===== config.mk =====
export PLATFORM = sky130hd
export DESIGN_NAME = supply_reset_and_watchdog
export DESIGN_NICKNAME = d
export VERILOG_FILES = /design/src/design/supervisor_pkg.sv /design/src/design/supply_reset_and_watchdog.sv
export VERILOG_INCLUDE_DIRS = /design/src /design/src/design
export SDC_FILE = /design/constraint.sdc
export NUM_CORES = 1
export LEC_CHECK = 0
export ABC_CLOCK_PERIOD_IN_PS = 5700
export BUFFER_PORTS_ARGS = -buffer_cell sky130_fd_sc_hd__buf_2
export CAP_MARGIN = 10
export CORE_ASPECT_RATIO = 0.5
export CORE_UTILIZATION = 40
export CTS_CLUSTER_SIZE = 40
export DETAILED_ROUTE_END_ITERATION = 8
export PLACE_DENSITY = 0.56
export SLEW_MARGIN = 20
export SYNTH_ARGS = -nofsm -noshare
export SYNTH_HDL_FRONTEND = slang
export SYNTH_SLANG_ARGS = --single-unit

===== constraint.sdc =====
create_clock -name pclk -period 5.7 [get_ports pclk]
set_clock_uncertainty 0.2 [all_clocks]
set_input_delay 1.425 -clock pclk [delete_from_list [all_inputs] [get_ports pclk]]
set_output_delay 1.425 -clock pclk [all_outputs]
set_load 0.01 [all_outputs]

===== src/design/supervisor_consts.svh =====
/*
 * Constants of the supply reset and watchdog supervisor: APB register offsets,
 * field positions, reset values and timing counts.
 * Assumes a 10 MHz pclk; included by the package and the supervisor module.
 */
// What this block does
// - reset held low while supply not good
// - reset asserted at power-up, power-down, brownout
// - good supply starts timer, release after timeout
// - supply loss drives reset low once the filter fills
// - below-threshold input integrated before asserting reset
// - timeout mode: any kick edge restarts period
// - window mode: only falling kick edges count
// - window: third edge in lower period faults
// - window: no falling edge by upper boundary faults
// - kick edges blanked after output rising edges
// - upper boundary is exactly 31 lower periods
// - fault runs reset timer, then returns high
// - kick edges ignored while fault timer runs
// - idle kick gives repeating fault pulse train
// - fault and supply reset never low together
// - watchdog off while off-select input high
// - mode input low selects window, high timeout
// - disabled watchdog ignores idle-high kick input
`ifndef SUPERVISOR_CONSTS_SVH
`define SUPERVISOR_CONSTS_SVH

`define CLK_PERIOD_NS      100
// register byte offsets
`define REG_RESET_PERIOD   8'h00
`define REG_LOWER_PERIOD   8'h04
`define REG_FILTER_LEN     8'h08
`define REG_STATUS         8'h0c
// register widths
`define RESET_PERIOD_W     24
`define LOWER_PERIOD_W     20
`define UPPER_PERIOD_W     25
`define FILTER_LEN_W       8
// reset values: 20 ms reset, 3 ms lower boundary, 8-cycle filter
`define RESET_PERIOD_MS    20
`define LOWER_PERIOD_MS    3
`define RESET_PERIOD_RST   24'(`RESET_PERIOD_MS * 1000000 / `CLK_PERIOD_NS)
`define LOWER_PERIOD_RST   20'(`LOWER_PERIOD_MS * 1000000 / `CLK_PERIOD_NS)
`define FILTER_LEN_RST     8'h08
// upper = lower * 31
`define UPPER_RATIO_SHIFT  5
// blanking interval is the lower period divided by 2**shift
`define BLANK_SHIFT        3
`define WINDOW_EDGE_LIMIT  2'h2
// status field positions
`define ST_RESET_N_BIT     0
`define ST_FAULT_N_BIT     1
`define ST_SUPPLY_BIT      2
`define ST_MODE_BIT        3
`define ST_OFF_BIT         4
`define ST_BELOW_BIT       5

`endif


===== src/design/supervisor_pkg.sv =====
/*
 * Types of the supervisor: APB request and response carriers, state enums.
 * Assumes supervisor_consts.svh is on the include path.
 */
`include "supervisor_consts.svh"
package supervisor_pkg;
    typedef struct packed {
        logic        psel;
        logic        penable;
        logic        pwrite;
        logic [7:0]  paddr;
        logic [31:0] pwdata;
    } apb_req_t;

    typedef struct packed {
        logic [31:0] prdata;
        logic        pready;
        logic        pslverr;
    } apb_rsp_t;

    typedef enum logic [1:0] {
        SUP_LOW    = 2'b00,
        SUP_TIMING = 2'b01,
        SUP_OK     = 2'b10
    } sup_state_t;

    typedef enum logic [1:0] {
        WD_IDLE  = 2'b00,
        WD_BLANK = 2'b01,
        WD_RUN   = 2'b10,
        WD_FAULT = 2'b11
    } wd_state_t;
endpackage


===== src/design/supply_reset_and_watchdog.sv =====
/*
 * Supply reset and watchdog supervisor with APB-programmable periods.
 * Assumes: pins power_good, watchdog_kick, watchdog_off_select and
 * window_timeout_select are asynchronous; APB master on pclk.
 */
`timescale 1ns/1ps
`include "supervisor_consts.svh"
module supply_reset_and_watchdog (
    // clock and reset
    input  wire logic                    pclk,
    input  wire logic                    presetn,
    // apb
    input  wire supervisor_pkg::apb_req_t apb_req,
    output supervisor_pkg::apb_rsp_t      apb_rsp,
    // pins
    input  wire logic                    power_good,
    input  wire logic                    watchdog_kick,
    input  wire logic                    watchdog_off_select,
    input  wire logic                    window_timeout_select,
    output logic                         supply_reset_n,
    output logic                         watchdog_fault_n
);
    import supervisor_pkg::*;

    logic [3:0] meta_reg;
    logic [3:0] sync_reg;
    logic       kick_d_reg;
    logic       pg_s;
    logic       kick_s;
    logic       off_s;
    logic       timeout_mode;
    logic       kick_rise;
    logic       kick_fall;

    logic [`RESET_PERIOD_W-1:0] reset_period_reg;
    logic [`LOWER_PERIOD_W-1:0] lower_period_reg;
    logic [`FILTER_LEN_W-1:0]   filter_len_reg;
    logic [`UPPER_PERIOD_W-1:0] upper_cycles;
    logic [`UPPER_PERIOD_W-1:0] blank_cycles;
    logic [`UPPER_PERIOD_W-1:0] reset_cycles;
    logic [`UPPER_PERIOD_W-1:0] lower_cycles;

    logic [`FILTER_LEN_W-1:0]   filt_cnt_reg;
    logic                       below_reg;
    sup_state_t                 sup_reg;
    sup_state_t                 sup_next;
    logic [`RESET_PERIOD_W-1:0] sup_cnt_reg;
    wd_state_t                  wd_reg;
    wd_state_t                  wd_next;
    logic [`UPPER_PERIOD_W-1:0] wd_cnt_reg;
    logic [1:0]                 edge_cnt_reg;
    logic                       wd_enable;
    logic                       wd_edge;

    logic        pready_reg;
    logic        pslverr_reg;
    logic [31:0] prdata_reg;
    logic        supply_reset_n_reg;
    logic        watchdog_fault_n_reg;
    logic        access;
    logic [31:0] wdata;

    // two-flop synchronisers, one per pin
    genvar g;
    generate
        for (g = 0; g < 4; g++) begin : g_sync
            logic pin;
            assign pin = (g == 0) ? power_good : (g == 1) ? watchdog_kick :
                         (g == 2) ? watchdog_off_select : window_timeout_select;
            always_ff @(posedge pclk or negedge presetn) begin
                // kick rests at its pull-up level, so reset makes no false edge
                if (!presetn) begin
                    meta_reg[g] <= (g == 1);
                    sync_reg[g] <= (g == 1);
                end else begin
                    meta_reg[g] <= pin;
                    sync_reg[g] <= meta_reg[g];
                end
            end
        end
    endgenerate

    assign pg_s         = sync_reg[0];
    assign kick_s       = sync_reg[1];
    assign off_s        = sync_reg[2];
    assign timeout_mode = sync_reg[3];

    always_ff @(posedge pclk or negedge presetn) begin
        if (!presetn) begin
            kick_d_reg <= 1'b1;
        end else begin
            kick_d_reg <= kick_s;
        end
    end

    assign kick_rise = kick_s & ~kick_d_reg;
    assign kick_fall = ~kick_s & kick_d_reg;

    // derived periods; upper tracks lower so the ratio cannot drift
    // blanking scales with the lower period so short settings stay usable
    assign lower_cycles = `UPPER_PERIOD_W'(lower_period_reg);
    assign upper_cycles = (lower_cycles << `UPPER_RATIO_SHIFT) - lower_cycles;
    assign reset_cycles = `UPPER_PERIOD_W'(reset_period_reg);
    assign blank_cycles = ((lower_cycles >> `BLANK_SHIFT) == '0) ? `UPPER_PERIOD_W'(1)
                          : (lower_cycles >> `BLANK_SHIFT);

    // apb slave: one wait state, writes land with pready high
    // status is read-only; writes to it are dropped without an error
    assign access = apb_req.psel & apb_req.penable;
    assign wdata  = apb_req.pwdata;

    always_ff @(posedge pclk or negedge presetn) begin
        if (!presetn) begin
            pready_reg  <= 1'b0;
            pslverr_reg <= 1'b0;
            prdata_reg  <= 32'h0000_0000;
        end else if (access && !pready_reg) begin
            pready_reg  <= 1'b1;
            pslverr_reg <= 1'b0;
            prdata_reg  <= 32'h0000_0000;
            case (apb_req.paddr)
                `REG_RESET_PERIOD: prdata_reg <= 32'(reset_period_reg);
                `REG_LOWER_PERIOD: prdata_reg <= 32'(lower_period_reg);
                `REG_FILTER_LEN:   prdata_reg <= 32'(filter_len_reg);
                `REG_STATUS: begin
                    prdata_reg[`ST_RESET_N_BIT] <= supply_reset_n_reg;
                    prdata_reg[`ST_FAULT_N_BIT] <= watchdog_fault_n_reg;
                    prdata_reg[`ST_SUPPLY_BIT]  <= pg_s;
                    prdata_reg[`ST_MODE_BIT]    <= timeout_mode;
                    prdata_reg[`ST_OFF_BIT]     <= off_s;
                    prdata_reg[`ST_BELOW_BIT]   <= below_reg;
                end
                default: pslverr_reg <= 1'b1;
            endcase
        end else begin
            pready_reg  <= 1'b0;
            pslverr_reg <= 1'b0;
        end
    end

    // zero would make the counters wrap, so it is stored as one
    always_ff @(posedge pclk or negedge presetn) begin
        if (!presetn) begin
            reset_period_reg <= `RESET_PERIOD_RST;
            lower_period_reg <= `LOWER_PERIOD_RST;
            filter_len_reg   <= `FILTER_LEN_RST;
        end else if (access && pready_reg && apb_req.pwrite) begin
            case (apb_req.paddr)
                `REG_RESET_PERIOD: reset_period_reg <= (wdata[`RESET_PERIOD_W-1:0] == '0) ?
                    `RESET_PERIOD_W'(1) : wdata[`RESET_PERIOD_W-1:0];
                `REG_LOWER_PERIOD: lower_period_reg <= (wdata[`LOWER_PERIOD_W-1:0] == '0) ?
                    `LOWER_PERIOD_W'(1) : wdata[`LOWER_PERIOD_W-1:0];
                `REG_FILTER_LEN: filter_len_reg <= (wdata[`FILTER_LEN_W-1:0] == '0) ?
                    `FILTER_LEN_W'(1) : wdata[`FILTER_LEN_W-1:0];
                default: ;
            endcase
        end
    end

    // integrating filter: below is declared at full count, cleared at zero
    // a longer filter rides out dips but delays a genuine brownout reset
    always_ff @(posedge pclk or negedge presetn) begin
        if (!presetn) begin
            filt_cnt_reg <= `FILTER_LEN_RST;
            below_reg    <= 1'b1;
        end else begin
            if (!pg_s && filt_cnt_reg < filter_len_reg) begin
                filt_cnt_reg <= filt_cnt_reg + 1'b1;
            end else if (pg_s && filt_cnt_reg != '0) begin
                filt_cnt_reg <= filt_cnt_reg - 1'b1;
            end else if (filt_cnt_reg > filter_len_reg) begin
                filt_cnt_reg <= filter_len_reg;
            end
            if (!pg_s && filt_cnt_reg + 1'b1 >= filter_len_reg) begin
                below_reg <= 1'b1;
            end else if (pg_s && filt_cnt_reg <= 8'h01) begin
                below_reg <= 1'b0;
            end
        end
    end

    // supply reset sequencer
    // a supply drop skips the timer; release always waits a full period
    always_comb begin
        sup_next = sup_reg;
        case (sup_reg)
            SUP_LOW:    if (!below_reg) sup_next = SUP_TIMING;
            SUP_TIMING: if (below_reg) sup_next = SUP_LOW;
                        else if (sup_cnt_reg >= reset_period_reg - 1'b1) sup_next = SUP_OK;
            SUP_OK:     if (below_reg) sup_next = SUP_LOW;
            default:    sup_next = SUP_LOW;
        endcase
    end

    always_ff @(posedge pclk or negedge presetn) begin
        if (!presetn) begin
            sup_reg     <= SUP_LOW;
            sup_cnt_reg <= '0;
        end else begin
            sup_reg     <= sup_next;
            sup_cnt_reg <= (sup_reg == SUP_TIMING && sup_next == SUP_TIMING) ?
                           sup_cnt_reg + 1'b1 : '0;
        end
    end

    always_ff @(posedge pclk or negedge presetn) begin
        if (!presetn) begin
            supply_reset_n_reg <= 1'b0;
        end else begin
            supply_reset_n_reg <= (sup_next == SUP_OK);
        end
    end

    // watchdog: idle kick pin stays high, so a disabled watchdog sees nothing
    assign wd_enable = !off_s && (sup_next == SUP_OK);
    assign wd_edge   = timeout_mode ? (kick_rise | kick_fall) : kick_fall;

    always_comb begin
        wd_next = wd_reg;
        case (wd_reg)
            WD_IDLE:  wd_next = WD_BLANK;
            WD_BLANK: if (wd_cnt_reg >= blank_cycles - 1'b1) wd_next = WD_RUN;
            WD_RUN: begin
                if (!timeout_mode && kick_fall && wd_cnt_reg < lower_cycles &&
                    edge_cnt_reg == `WINDOW_EDGE_LIMIT) begin
                    wd_next = WD_FAULT;
                end else if (!wd_edge && wd_cnt_reg >= upper_cycles - 1'b1) begin
                    wd_next = WD_FAULT;
                end
            end
            WD_FAULT: if (wd_cnt_reg >= reset_cycles - 1'b1) wd_next = WD_BLANK;
            default:  wd_next = WD_IDLE;
        endcase
        if (!wd_enable) begin
            wd_next = WD_IDLE;
        end
    end

    // early window edges are counted, not restarted, until the lower boundary
    always_ff @(posedge pclk or negedge presetn) begin
        if (!presetn) begin
            wd_reg       <= WD_IDLE;
            wd_cnt_reg   <= '0;
            edge_cnt_reg <= 2'h0;
        end else begin
            wd_reg <= wd_next;
            if (wd_next != wd_reg) begin
                wd_cnt_reg   <= '0;
                edge_cnt_reg <= 2'h0;
            end else if (wd_reg == WD_RUN && wd_edge) begin
                if (timeout_mode || wd_cnt_reg >= lower_cycles) begin
                    wd_cnt_reg   <= '0;
                    edge_cnt_reg <= 2'h0;
                end else begin
                    wd_cnt_reg   <= wd_cnt_reg + 1'b1;
                    edge_cnt_reg <= edge_cnt_reg + 2'h1;
                end
            end else begin
                // fault and blank states count without looking at the kick
                wd_cnt_reg <= wd_cnt_reg + 1'b1;
            end
        end
    end

    // supply reset low forces IDLE, which frees the fault output
    always_ff @(posedge pclk or negedge presetn) begin
        if (!presetn) begin
            watchdog_fault_n_reg <= 1'b1;
        end else begin
            watchdog_fault_n_reg <= (wd_next != WD_FAULT);
        end
    end

    assign apb_rsp          = '{prdata: prdata_reg, pready: pready_reg, pslverr: pslverr_reg};
    assign supply_reset_n   = supply_reset_n_reg;
    assign watchdog_fault_n = watchdog_fault_n_reg;
endmodule


* After elaboration in Yosys (flattened, before gate mapping)
Cells that the tools add are included.
** Storage, ports and cells
- Flip-flop bits (word level) :: 161
- Latch bits :: 0
- Bits in writable memories :: 0
- Bits in read-only memories :: 0
- Input port bits :: 49
- Output and inout port bits :: 36
- Logic and storage cells :: 131
- Memories :: 0
** Cells by class
- Add/subtract/negate cells :: 10
- Multiply operators :: 0
- Divide/modulo/power cells :: 0
- Magnitude comparators :: 10
- Equal/unequal tests :: 13
- Shift-type cells :: 0
- Mux-type cells :: 33
- Bitwise operators :: 6
- Reductions and logical operators :: 35
** Operators by type and width (count)
- $ge 25x25->1 :: 3
- $mux 25 :: 3
- $pmux 18 s3 :: 1
- $mux 24 :: 2
- $mux 8 :: 4
- $add 25x1->25 const B :: 1
- $ge 25x20->1 :: 1
- $logic_not 25->1 :: 1
- $lt 25x20->1 :: 1
- $sub 24x1->25 const B :: 1
- $sub 25x1->25 const B :: 1
- $sub 25x20->25 :: 1
- $add 24x1->24 const B :: 1
- $ge 24x24->1 :: 1
- $logic_not 24->1 :: 1
- $mux 2 :: 12
- $pmux 6 s4 :: 1
- $sub 24x1->24 const B :: 1
- $logic_not 20->1 :: 1
- $mux 20 :: 1
- $sub 17x1->18 const B :: 1
- $mux 17 :: 1
- $eq 8x4->1 const B :: 2
- $logic_not 8->1 :: 2
- other kinds (27) :: 62

* Longest topological paths before layout
Gate-level depths: netlist (run 1).
- Depth after elaboration :: 12
- Gate-level depth with buffers :: 20
- Gate-level depth less buffers :: 18

* Worst setup path before layout (run 1)
Ideal clock, no wire load.
- Path kind :: register -> register
- Start point :: register lower_period_reg[5]
- End point :: register wd_cnt_reg[17]
- Library setup time :: 0.094 ns
- Data arrival time :: 4.313 ns
- Required time :: 5.406 ns
- Path slack :: 1.093 ns
- Cell stages (with the launch flop) :: 21
- Path buffers :: 2
- Period minus slack after synthesis :: 4.607 ns
- Cells stage by stage :: dfstp_2 -> inv_1 -> ha_1 -> fa_1 -> a21oi_1 -> o21ai_0 -> a311oi_1 -> o31ai_1 -> o21ai_0 -> nand4_1 -> xnor2_1 -> ha_1 -> and3_1 -> a221oi_1 -> o21ai_0 -> a221oi_1 -> o21ai_1 -> o21a_2 -> buf_6 -> buf_6 -> a211oi_1
** On the way
- Word-level cells in the longest chain between the ends :: 10
- Elaborated cells between the ends (all ways) :: 22
- Classes of those cells :: 3 x add/sub; 4 x order compare; 1 x eq/ne; 9 x mux; 5 x reduce/logical
** RTL lines
- start: declaration :: line supply_reset_and_watchdog.sv:36 : logic [`LOWER_PERIOD_W-1:0] lower_period_reg;
- start signal: assignment :: line supply_reset_and_watchdog.sv:145 : lower_period_reg <= `LOWER_PERIOD_RST;
- start signal: assignment :: line supply_reset_and_watchdog.sv:151 : `REG_LOWER_PERIOD: lower_period_reg <= (wdata[`LOWER_PERIOD_W-1:0] == '0) ?
- $sub 25x20->25 :: line supply_reset_and_watchdog.sv:102 : assign upper_cycles = (lower_cycles << `UPPER_RATIO_SHIFT) - lower_cycles;
- $sub 25x1->25 :: line supply_reset_and_watchdog.sv:227 : end else if (!wd_edge && wd_cnt_reg >= upper_cycles - 1'b1) begin
- $ge 25x25->1 :: line supply_reset_and_watchdog.sv:227
- $logic_and 1x1->1 :: line supply_reset_and_watchdog.sv:227
- $mux 2 :: line supply_reset_and_watchdog.sv:227
- $mux 2 :: line supply_reset_and_watchdog.sv:224 : if (!timeout_mode && kick_fall && wd_cnt_reg < lower_cycles &&
- $pmux 2 s4 :: line supply_reset_and_watchdog.sv:220 : case (wd_reg)
- $mux 2 :: line supply_reset_and_watchdog.sv:234 : if (!wd_enable) begin
- $ne 2x2->1 :: line supply_reset_and_watchdog.sv:247 : if (wd_next != wd_reg) begin
- $mux 25 (*) :: line supply_reset_and_watchdog.sv:247
- end signal: assignment :: line supply_reset_and_watchdog.sv:255 : wd_cnt_reg <= wd_cnt_reg + 1'b1;
- end signal: assignment :: line supply_reset_and_watchdog.sv:260 : wd_cnt_reg <= wd_cnt_reg + 1'b1;
- end: declaration :: line supply_reset_and_watchdog.sv:50 : logic [`UPPER_PERIOD_W-1:0] wd_cnt_reg;
Every way passes the cells marked *; elsewhere a longest branch is shown, timed or not.
A chain may end at the register's enable or synchronous reset.

* Worst setup path in the final report (run 1)
- Start point :: register reset_period_reg[3]
- End point :: register wd_cnt_reg[9]
** On the way
- Word-level cells in the longest chain between the ends :: 10
- Elaborated cells between the ends (all ways) :: 14
- Classes of those cells :: 2 x add/sub; 2 x order compare; 2 x eq/ne; 7 x mux; 1 x reduce/logical
** RTL lines
- start: declaration :: line supply_reset_and_watchdog.sv:35 : logic [`RESET_PERIOD_W-1:0] reset_period_reg;
- start signal: assignment :: line supply_reset_and_watchdog.sv:144 : reset_period_reg <= `RESET_PERIOD_RST;
- start signal: assignment :: line supply_reset_and_watchdog.sv:149 : `REG_RESET_PERIOD: reset_period_reg <= (wdata[`RESET_PERIOD_W-1:0] == '0) ?
- $sub 24x1->24 :: line supply_reset_and_watchdog.sv:189 : else if (sup_cnt_reg >= reset_period_reg - 1'b1) sup_next = SUP_OK;
- $ge 24x24->1 :: line supply_reset_and_watchdog.sv:189
- $mux 2 :: line supply_reset_and_watchdog.sv:189
- $mux 2 :: line supply_reset_and_watchdog.sv:188 : SUP_TIMING: if (below_reg) sup_next = SUP_LOW;
- $pmux 2 s3 :: line supply_reset_and_watchdog.sv:186 : case (sup_reg)
- $eq 2x2->1 :: line supply_reset_and_watchdog.sv:215 : assign wd_enable = !off_s && (sup_next == SUP_OK);
- $logic_and 1x1->1 :: line supply_reset_and_watchdog.sv:215
- $mux 2 (*) :: line supply_reset_and_watchdog.sv:234
- $ne 2x2->1 (*) :: line supply_reset_and_watchdog.sv:247
- $mux 25 (*) :: line supply_reset_and_watchdog.sv:247
Marked as above.

==> results of run 1 <==
==> kinds of logic after synthesis <==
| kind of cell | Yosys count | share of synthesized area, % |
|---|---|---|
| AOI/OAI and AO/OA | 272 | 15.5 |
| xor gates and xnor gates | 107 | 8.03 |
| adders and majority gates | 161 | 17.3 |
| buffers and inverters | 114 | 4.29 |
| DFF | 153 | 33.0 |
| muxes | 51 | 5.31 |
| other | 2 | 0.0643 |
| and+or+nand+nor | 408 | 16.5 |
==> worst min-delay path by stage <==
| stage | to | slack, ps | cells past startpoint |
|---|---|---|---|
| finish | pg_s | 150 | 0 |
| global route | pg_s | 160 | 0 |
| CTS | pg_s | 150 | 0 |
| detailed placement | timeout_mode | 140 | 0 |
| global placement | pg_s | 130 | 0 |
| floorplan | off_s | 130 | 0 |
==> report_power, final <==
part	leakage [uW]	internal [uW]	total, uW	switching [uW]
logic	0.00415	335	846	510
registers	0.00191	1160	1310	150
clock network	0.000268	658	1150	490
==> placed cells by master, fill, tap and decap left out, types with 47 or more instances in the layout <==
cell type and instances:
a21oi_1 59, o21ai_0 73, xor2_1 47, nor2_1 97
inv_1 67, ha_1 160, nand2_1 134, dfrtp_1 133
buf_2 67, xnor2_1 60
==> final cells by class <==
class / instances / area share (%)
inverters: 67 / 1.93
flip-flops and latches: 153 / 29.6
well taps: 382 / 3.67
clock buffers: 19 / 3.40
repair buffers: 83 / 3.52
multi-input cells: 1015 / 56.8
clock inverters: 13 / 1.11
==> cell usage after synthesis, types with 14 or more instances <==
master    instances  area [um^2]
nor2_1           97          364
nand3_1          37          185
ha_1            160         2000
mux2i_1          17          170
nor3_1           27          135
nor4_1           16          100
xnor2_1          60          526
o31ai_1          14          105
xor2_1           47          412
a21oi_1          59          295
buf_4            14          105
a21o_1           20          150
mux2_2           28          315
nand4_1          30          188
dfrtp_1         133         3330
dfstp_2          20          526
o21ai_0          74          370
nand2_1         134          503
clkbuf_1         26         97.6
a211oi_1         32          240
inv_1            67          251
and3_1           22          138
==> metal layers <==
layer	vias to the layer above	global-route usage (%)	wire length, um
met5	-	1.96	79
met4	2	7.27	733
met3	47	5.79	2130
met2	265	38.1	15500
met1	4815	32.0	16100
li1	4709	-	-
==> metrics by stage <==
stage	utilization (%)	setup WS (ps)
2_1_floorplan	-	1090
3_3_place_gp	44.1	449
3_5_place_dp	44.1	361
4_1_cts	46.2	269
5_1_grt	46.2	2.00
6_report	46.2	344
==> reports/summary.txt, run 1 <==
Outcome - finished, final reports clean
Die Y - 123 um
Dpl cell area - 12400 um^2
Post_cts resized - 0
Post-DRT Antenna Nets - 0
Placed cells - 1700
Power density over the cells - 254 nW/um^2
DP HPWL - 26.4 mm
Number of vias per cell - 5.68
Cell chain of the critical path - or4_1, nor2_1, nand4b_1, nor2_1, nand2_1, nor4_1, xnor2_1, ha_1, nand4_1, nor4_1, and3_1, a221oi_1, a2111oi_4, o21a_2, a211oi_1
Initial antenna violation count - 0
Delay-heaviest family, CP - simple AND/OR/NAND/NOR gates
Final instance area - 13000 um^2
Non-filler cells, final - 1732
Critical path class - flop to flop
Clock Pin Slew Worst Setup and Hold Paths - 70 ps
I/O Buffers - 68
Max IR drop VDD - 0.000198 V
Max Slew Vio Count - 0
MaxCap Viol Count - 0
Clock Tree Buf Depth - 2
CTS tree - done
Number of H-tree levels - 4
Total Power - 3300 uW
Full die area - 29900 um^2
CTS Sinks - 153
Clk root buf - clkbuf_16
Vias in the first global route - 9635
Tmin final - 5360 ps
Capturing point of the worst reg2reg path - wd_cnt_reg[9]
Total track usage - 23.9%
Relative slew slack - 33.9%
Worst Path Required - 5780 ps
EDFF count, synth - 0
RSZ-0062 raised after global routing - false
Buf+Inv Stages, Crit Path - 0
WHS - 150 ps
Core area - 28200 um^2
Ys flop type - dfrtp_1
Synth Cell Area - 11700 um^2
Remaining global-route overflow - 0
Post-synthesis async set-or-reset flop share - 100%
Final Cycle Share - 94.0%
Startpoint types - flop
Drt first pass iters - 5
TritonCTS Buffers - 17
Layout fillers - 2714
Largest net degree at the start of global routing - 79
Core Rows - 43
First-pass GRT wire length - 54.2 mm
Synth Instances - 1268
CP max FO - 29
Endpoints failing hold - 0
RePlAce Congestion - 0.907
Worst-Skew Late Latency - 450 ps
Share of layout cells above drive strength 1 - 13.4%
Fin nets - 1547
TNS Setup - 0 ps
R2R Path Start - reset_period_reg[3]
Final setup fails - 0
# Post-CTS Setup Buffers - 0
Max Freq - 187 MHz
Drt total wl - 34.6 mm
Worst Tran Pin Value - 966 ps
Hold Startpoint - meta_reg[0]
Worst Setup End Kind - flop
CP max stage delay - 630 ps
Max FFs per register - 25
Arrival time worst endpoint - 5440 ps
Ys Warns - 0
ANT cells - 0
Hold crit path type - flop to flop
P_leak - 0.00633 uW
I/O pins - 85
Slowest cell on crit path - o21a_2
Hold buffer count at cts - 0
Area Overhead vs Synth - 11.6%
Cell depth of the worst setup path - 15
Die W - 244 um
Initial core utilization - 41.4%
Syn_area_per_cell - 9.21 um^2
Residual DRC - 0
Total number of vias - 9838
Storage cell area - 3850 um^2
Crit path capture - wd_cnt_reg[9]
Worst R2R Setup Slack - 340 ps
Detailed Route Iter0 Violations - 829
Register area share after synthesis - 33.0%
Crit. Startpoint - reset_period_reg[3]
R2R cell count - 15
Mean routed wirelength per cell - 20.0 um
Distinct cells, synth - 66
Post-synthesis sequential element count - 153
Footprint of the multi-input gates - 7400 um^2
No activity file was read; power rests on OpenSTA's default activity.
==> inputs of run 2 (changes only) <==
- CAP_MARGIN: 10 -> default
- PLACE_DENSITY: 0.56 -> default
==> run 2 against run 1 <==
Register-to-register slack better by 90 ps. Critical path type unchanged. Flip-flop and latch count is the same. Maximum frequency up 1.7%. Combinational power grew 3.3%. Setup slack improved by 91 ps. Final cell count decreased by 0.12%. Clock power hardly changed. Die area is the same. Largest power group unchanged.
==> reports/summary.txt, run 2 (same netlist as run 1, synthesis figures left out) <==
Worst Setup End Kind - flop (unchanged)
CTS tree - done (unchanged)
Commonest non-fill, non-tap cell in the layout - ha_1 (unchanged)
Area Overhead vs Synth - 11.6% (about the same)
Remaining global-route overflow - 0 (unchanged)
WHS Endpoint - off_s (was pg_s)
Core Rows - 43 (unchanged)
# Post-CTS Setup Buffers - 0 (unchanged)
Worst R2R Setup Slack - 440 ps (was 340 ps)
Vias in the first global route - 9326 (was 9635)
Switching Fraction - 34.4% (was 34.8%)
TNS Setup - 0 ps (unchanged)
Final Cycle Share - 92.4% (was 94.0%)
Setup WS pre-CTS - 308 ps (was 361 ps)
Initial core utilization - 41.4% (unchanged)
RSZ-0062 raised after global routing - false (unchanged)
Max FFs per register - 25 (unchanged)
Clock Pin Slew Worst Setup and Hold Paths - 60 ps (was 70 ps)
Hold Startpoint - meta_reg[2] (was meta_reg[0])
Drt first pass iters - 5 (unchanged)
Relative slew slack - 26.8% (was 33.9%)
Hold buffer count at cts - 0 (unchanged)
Reg power frac - 39.0% (was 39.7%)
Hold path depth - 0 (unchanged)
Final setup fails - 0 (unchanged)
DP HPWL - 26.2 mm (was 26.4 mm)
Worst Path Required - 5850 ps (was 5780 ps)
First-pass GRT wire length - 52.4 mm (was 54.2 mm)
Mean routed wirelength per cell - 19.4 um (was 20.0 um)
Combinational Power Share - 26.3% (was 25.6%)
Slowest cell on crit path - dfstp_2 (was o21a_2)
Initial antenna violation count - 1 (was 0)
Die W - 244 um (unchanged)
Total track usage - 23.1% (was 23.9%)
Final instance area - 13000 um^2 (about the same)
TritonCTS Buffers - 17 (unchanged)
Core area - 28200 um^2 (unchanged)
Cell chain of the critical path - inv_1, ha_1, fa_1, a21oi_1, o21ai_0, a311oi_2, o31ai_1, o21ai_1, nand4_1, xnor2_1, ha_1, and3_1, a221oi_1, o21ai_0, a221oi_1, o21ai_1, o21a_2, buf_12, a211oi_1 (was or4_1, nor2_1, nand4b_1, nor2_1, nand2_1, nor4_1, xnor2_1, ha_1, nand4_1, nor4_1, and3_1, a221oi_1, a2111oi_4, o21a_2, a211oi_1)
Worst-Skew Late Latency - 450 ps (about the same)
CP max stage delay - 630 ps (about the same)
I/O Buffers - 68 (unchanged)
Worst Tran Pin Value - 1070 ps (was 966 ps)
Number of H-tree levels - 4 (unchanged)
Drt total wl - 33.6 mm (was 34.6 mm)
Most frequent cells in the layout - 160 x ha_1, 134 x nand2_1, 133 x dfrtp_1 (unchanged)
CP max FO - 29 (unchanged)
Share of layout cells above drive strength 1 - 13.2% (was 13.4%)
Residual DRC - 0 (unchanged)
Placed cells - 1698 (was 1700)
Crit. Startpoint - lower_period_reg[5] (was reset_period_reg[3])
Clk root buf - clkbuf_16 (unchanged)
Max Freq - 190 MHz (was 187 MHz)
Power Internal - 2180 uW (was 2150 uW)
Non-filler cells, final - 1730 (was 1732)
Power density over the cells - 255 nW/um^2 (was 254 nW/um^2)
Full die area - 29900 um^2 (unchanged)
Capturing point of the worst reg2reg path - wd_cnt_reg[6] (was wd_cnt_reg[9])
Post-DRT Antenna Nets - 0 (unchanged)
Sw Pwr - 1140 uW (was 1150 uW)
Fin nets - 1545 (was 1547)
Endpoints failing hold - 0 (unchanged)
Max Slew Vio Count - 0 (unchanged)
Share of total power in the clock network - 34.7% (about the same)
Fin worst setup slack - 435 ps (was 344 ps)
R2R cell count - 19 (was 15)
Tmin final - 5260 ps (was 5360 ps)
Dpl cell area - 12400 um^2 (about the same)
Hold crit path type - flop to flop (unchanged)
Outcome - finished, final reports clean (unchanged)
Die Y - 123 um (unchanged)
Total number of vias - 9754 (was 9838)
Number of vias per cell - 5.64 (was 5.68)
Detailed Route Iter0 Violations - 905 (was 829)
ANT cells - 0 (unchanged)
Clock Tree Buf Depth - 2 (unchanged)
P_leak - 0.00633 uW (about the same)
Critical path class - flop to flop (unchanged)
MaxCap Viol Count - 0 (unchanged)
I/O pins - 85 (unchanged)
Largest net degree at the start of global routing - 78 (was 79)
Max IR drop VDD - 0.000170 V (was 0.000198 V)
R2R Path Start - lower_period_reg[5] (was reset_period_reg[3])
RePlAce Congestion - 0.909 (was 0.907)
Arrival time worst endpoint - 5410 ps (was 5440 ps)
Post_cts resized - 0 (unchanged)
Startpoint types - flop (unchanged)
CTS Sinks - 153 (unchanged)
==> run 2: changes by cell type in the layout (fill, tap and decap cells not counted) <==
cell / before / now
inv_6: 2 / 1
clkinv_4: 2 / 1
clkbuf_8: 1 / 3
buf_4: 15 / 12
clkinvlp_4: 6 / 4
buf_12: 0 / 1
clkbuf_1: 1 / 2
clkinv_2: 1 / 2
==> run 2: layout make-up <==
class	instances	area [um^2]
fill	2738	15200
multi-input combinational	1015	7400
sequential	153	3850
tap	382	478
clock buffer	22	474
timing repair buffer	81	457
inverter	67	251
clock inverter	10	118
==> run 2: how the worst max path moves through the flow <==
stage | to | slack, ps | cells past startpoint
6_report | wd_cnt_reg[6] | 440 | 19
4_1_cts | wd_cnt_reg[0] | 280 | 19
3_5_place_dp | wd_cnt_reg[6] | 310 | 19
2_1_floorplan | wd_cnt_reg[17] | 1090 | 20
5_1_grt | wd_cnt_reg[6] | 60 | 19
3_3_place_gp | wd_cnt_reg[23] | 490 | 19
==> run 2: stage by stage <==
stage | utilization, % | hold slack (ps) | total power [uW]
after floorplan | - | 131 | 1890
after global placement | 44.1 | 133 | 2150
after detailed placement | 44.1 | 139 | 2180
final | 46.2 | 154 | 3330
after CTS | 46.2 | 154 | 3350
after global routing | 46.2 | 157 | 3510
==> run 2: critical path: cells and delay by family (launching register included) <==
kind                       cells  cell delay, ps
adders and majority gates      3             960
xor gates and xnor gates       1             150
buffers and inverters          2             300
and+or+nand+nor                2             360
DFF                            1             630
AOI/OAI and AO/OA             11            2540
==> run 2: power groups by stage <==
stage / Clock (uW) / Sequential (uW) / Combinational (uW)
6_report: 1160 / 1300 / 874
4_1_cts: 1180 / 1300 / 872
3_3_place_gp: 0 / 1310 / 835
3_5_place_dp: 0 / 1320 / 862
2_1_floorplan: 0 / 1250 / 639
5_1_grt: 1220 / 1310 / 976
==> run 2: routing by layer <==
metal,up-vias,GRT usage [%],share of wire (%)
met5,-,0,0
met2,245,35.8,44
met1,4770,31.7,47
met4,0,6.48,1.6
li1,4703,-,-
met3,36,6.12,6.9
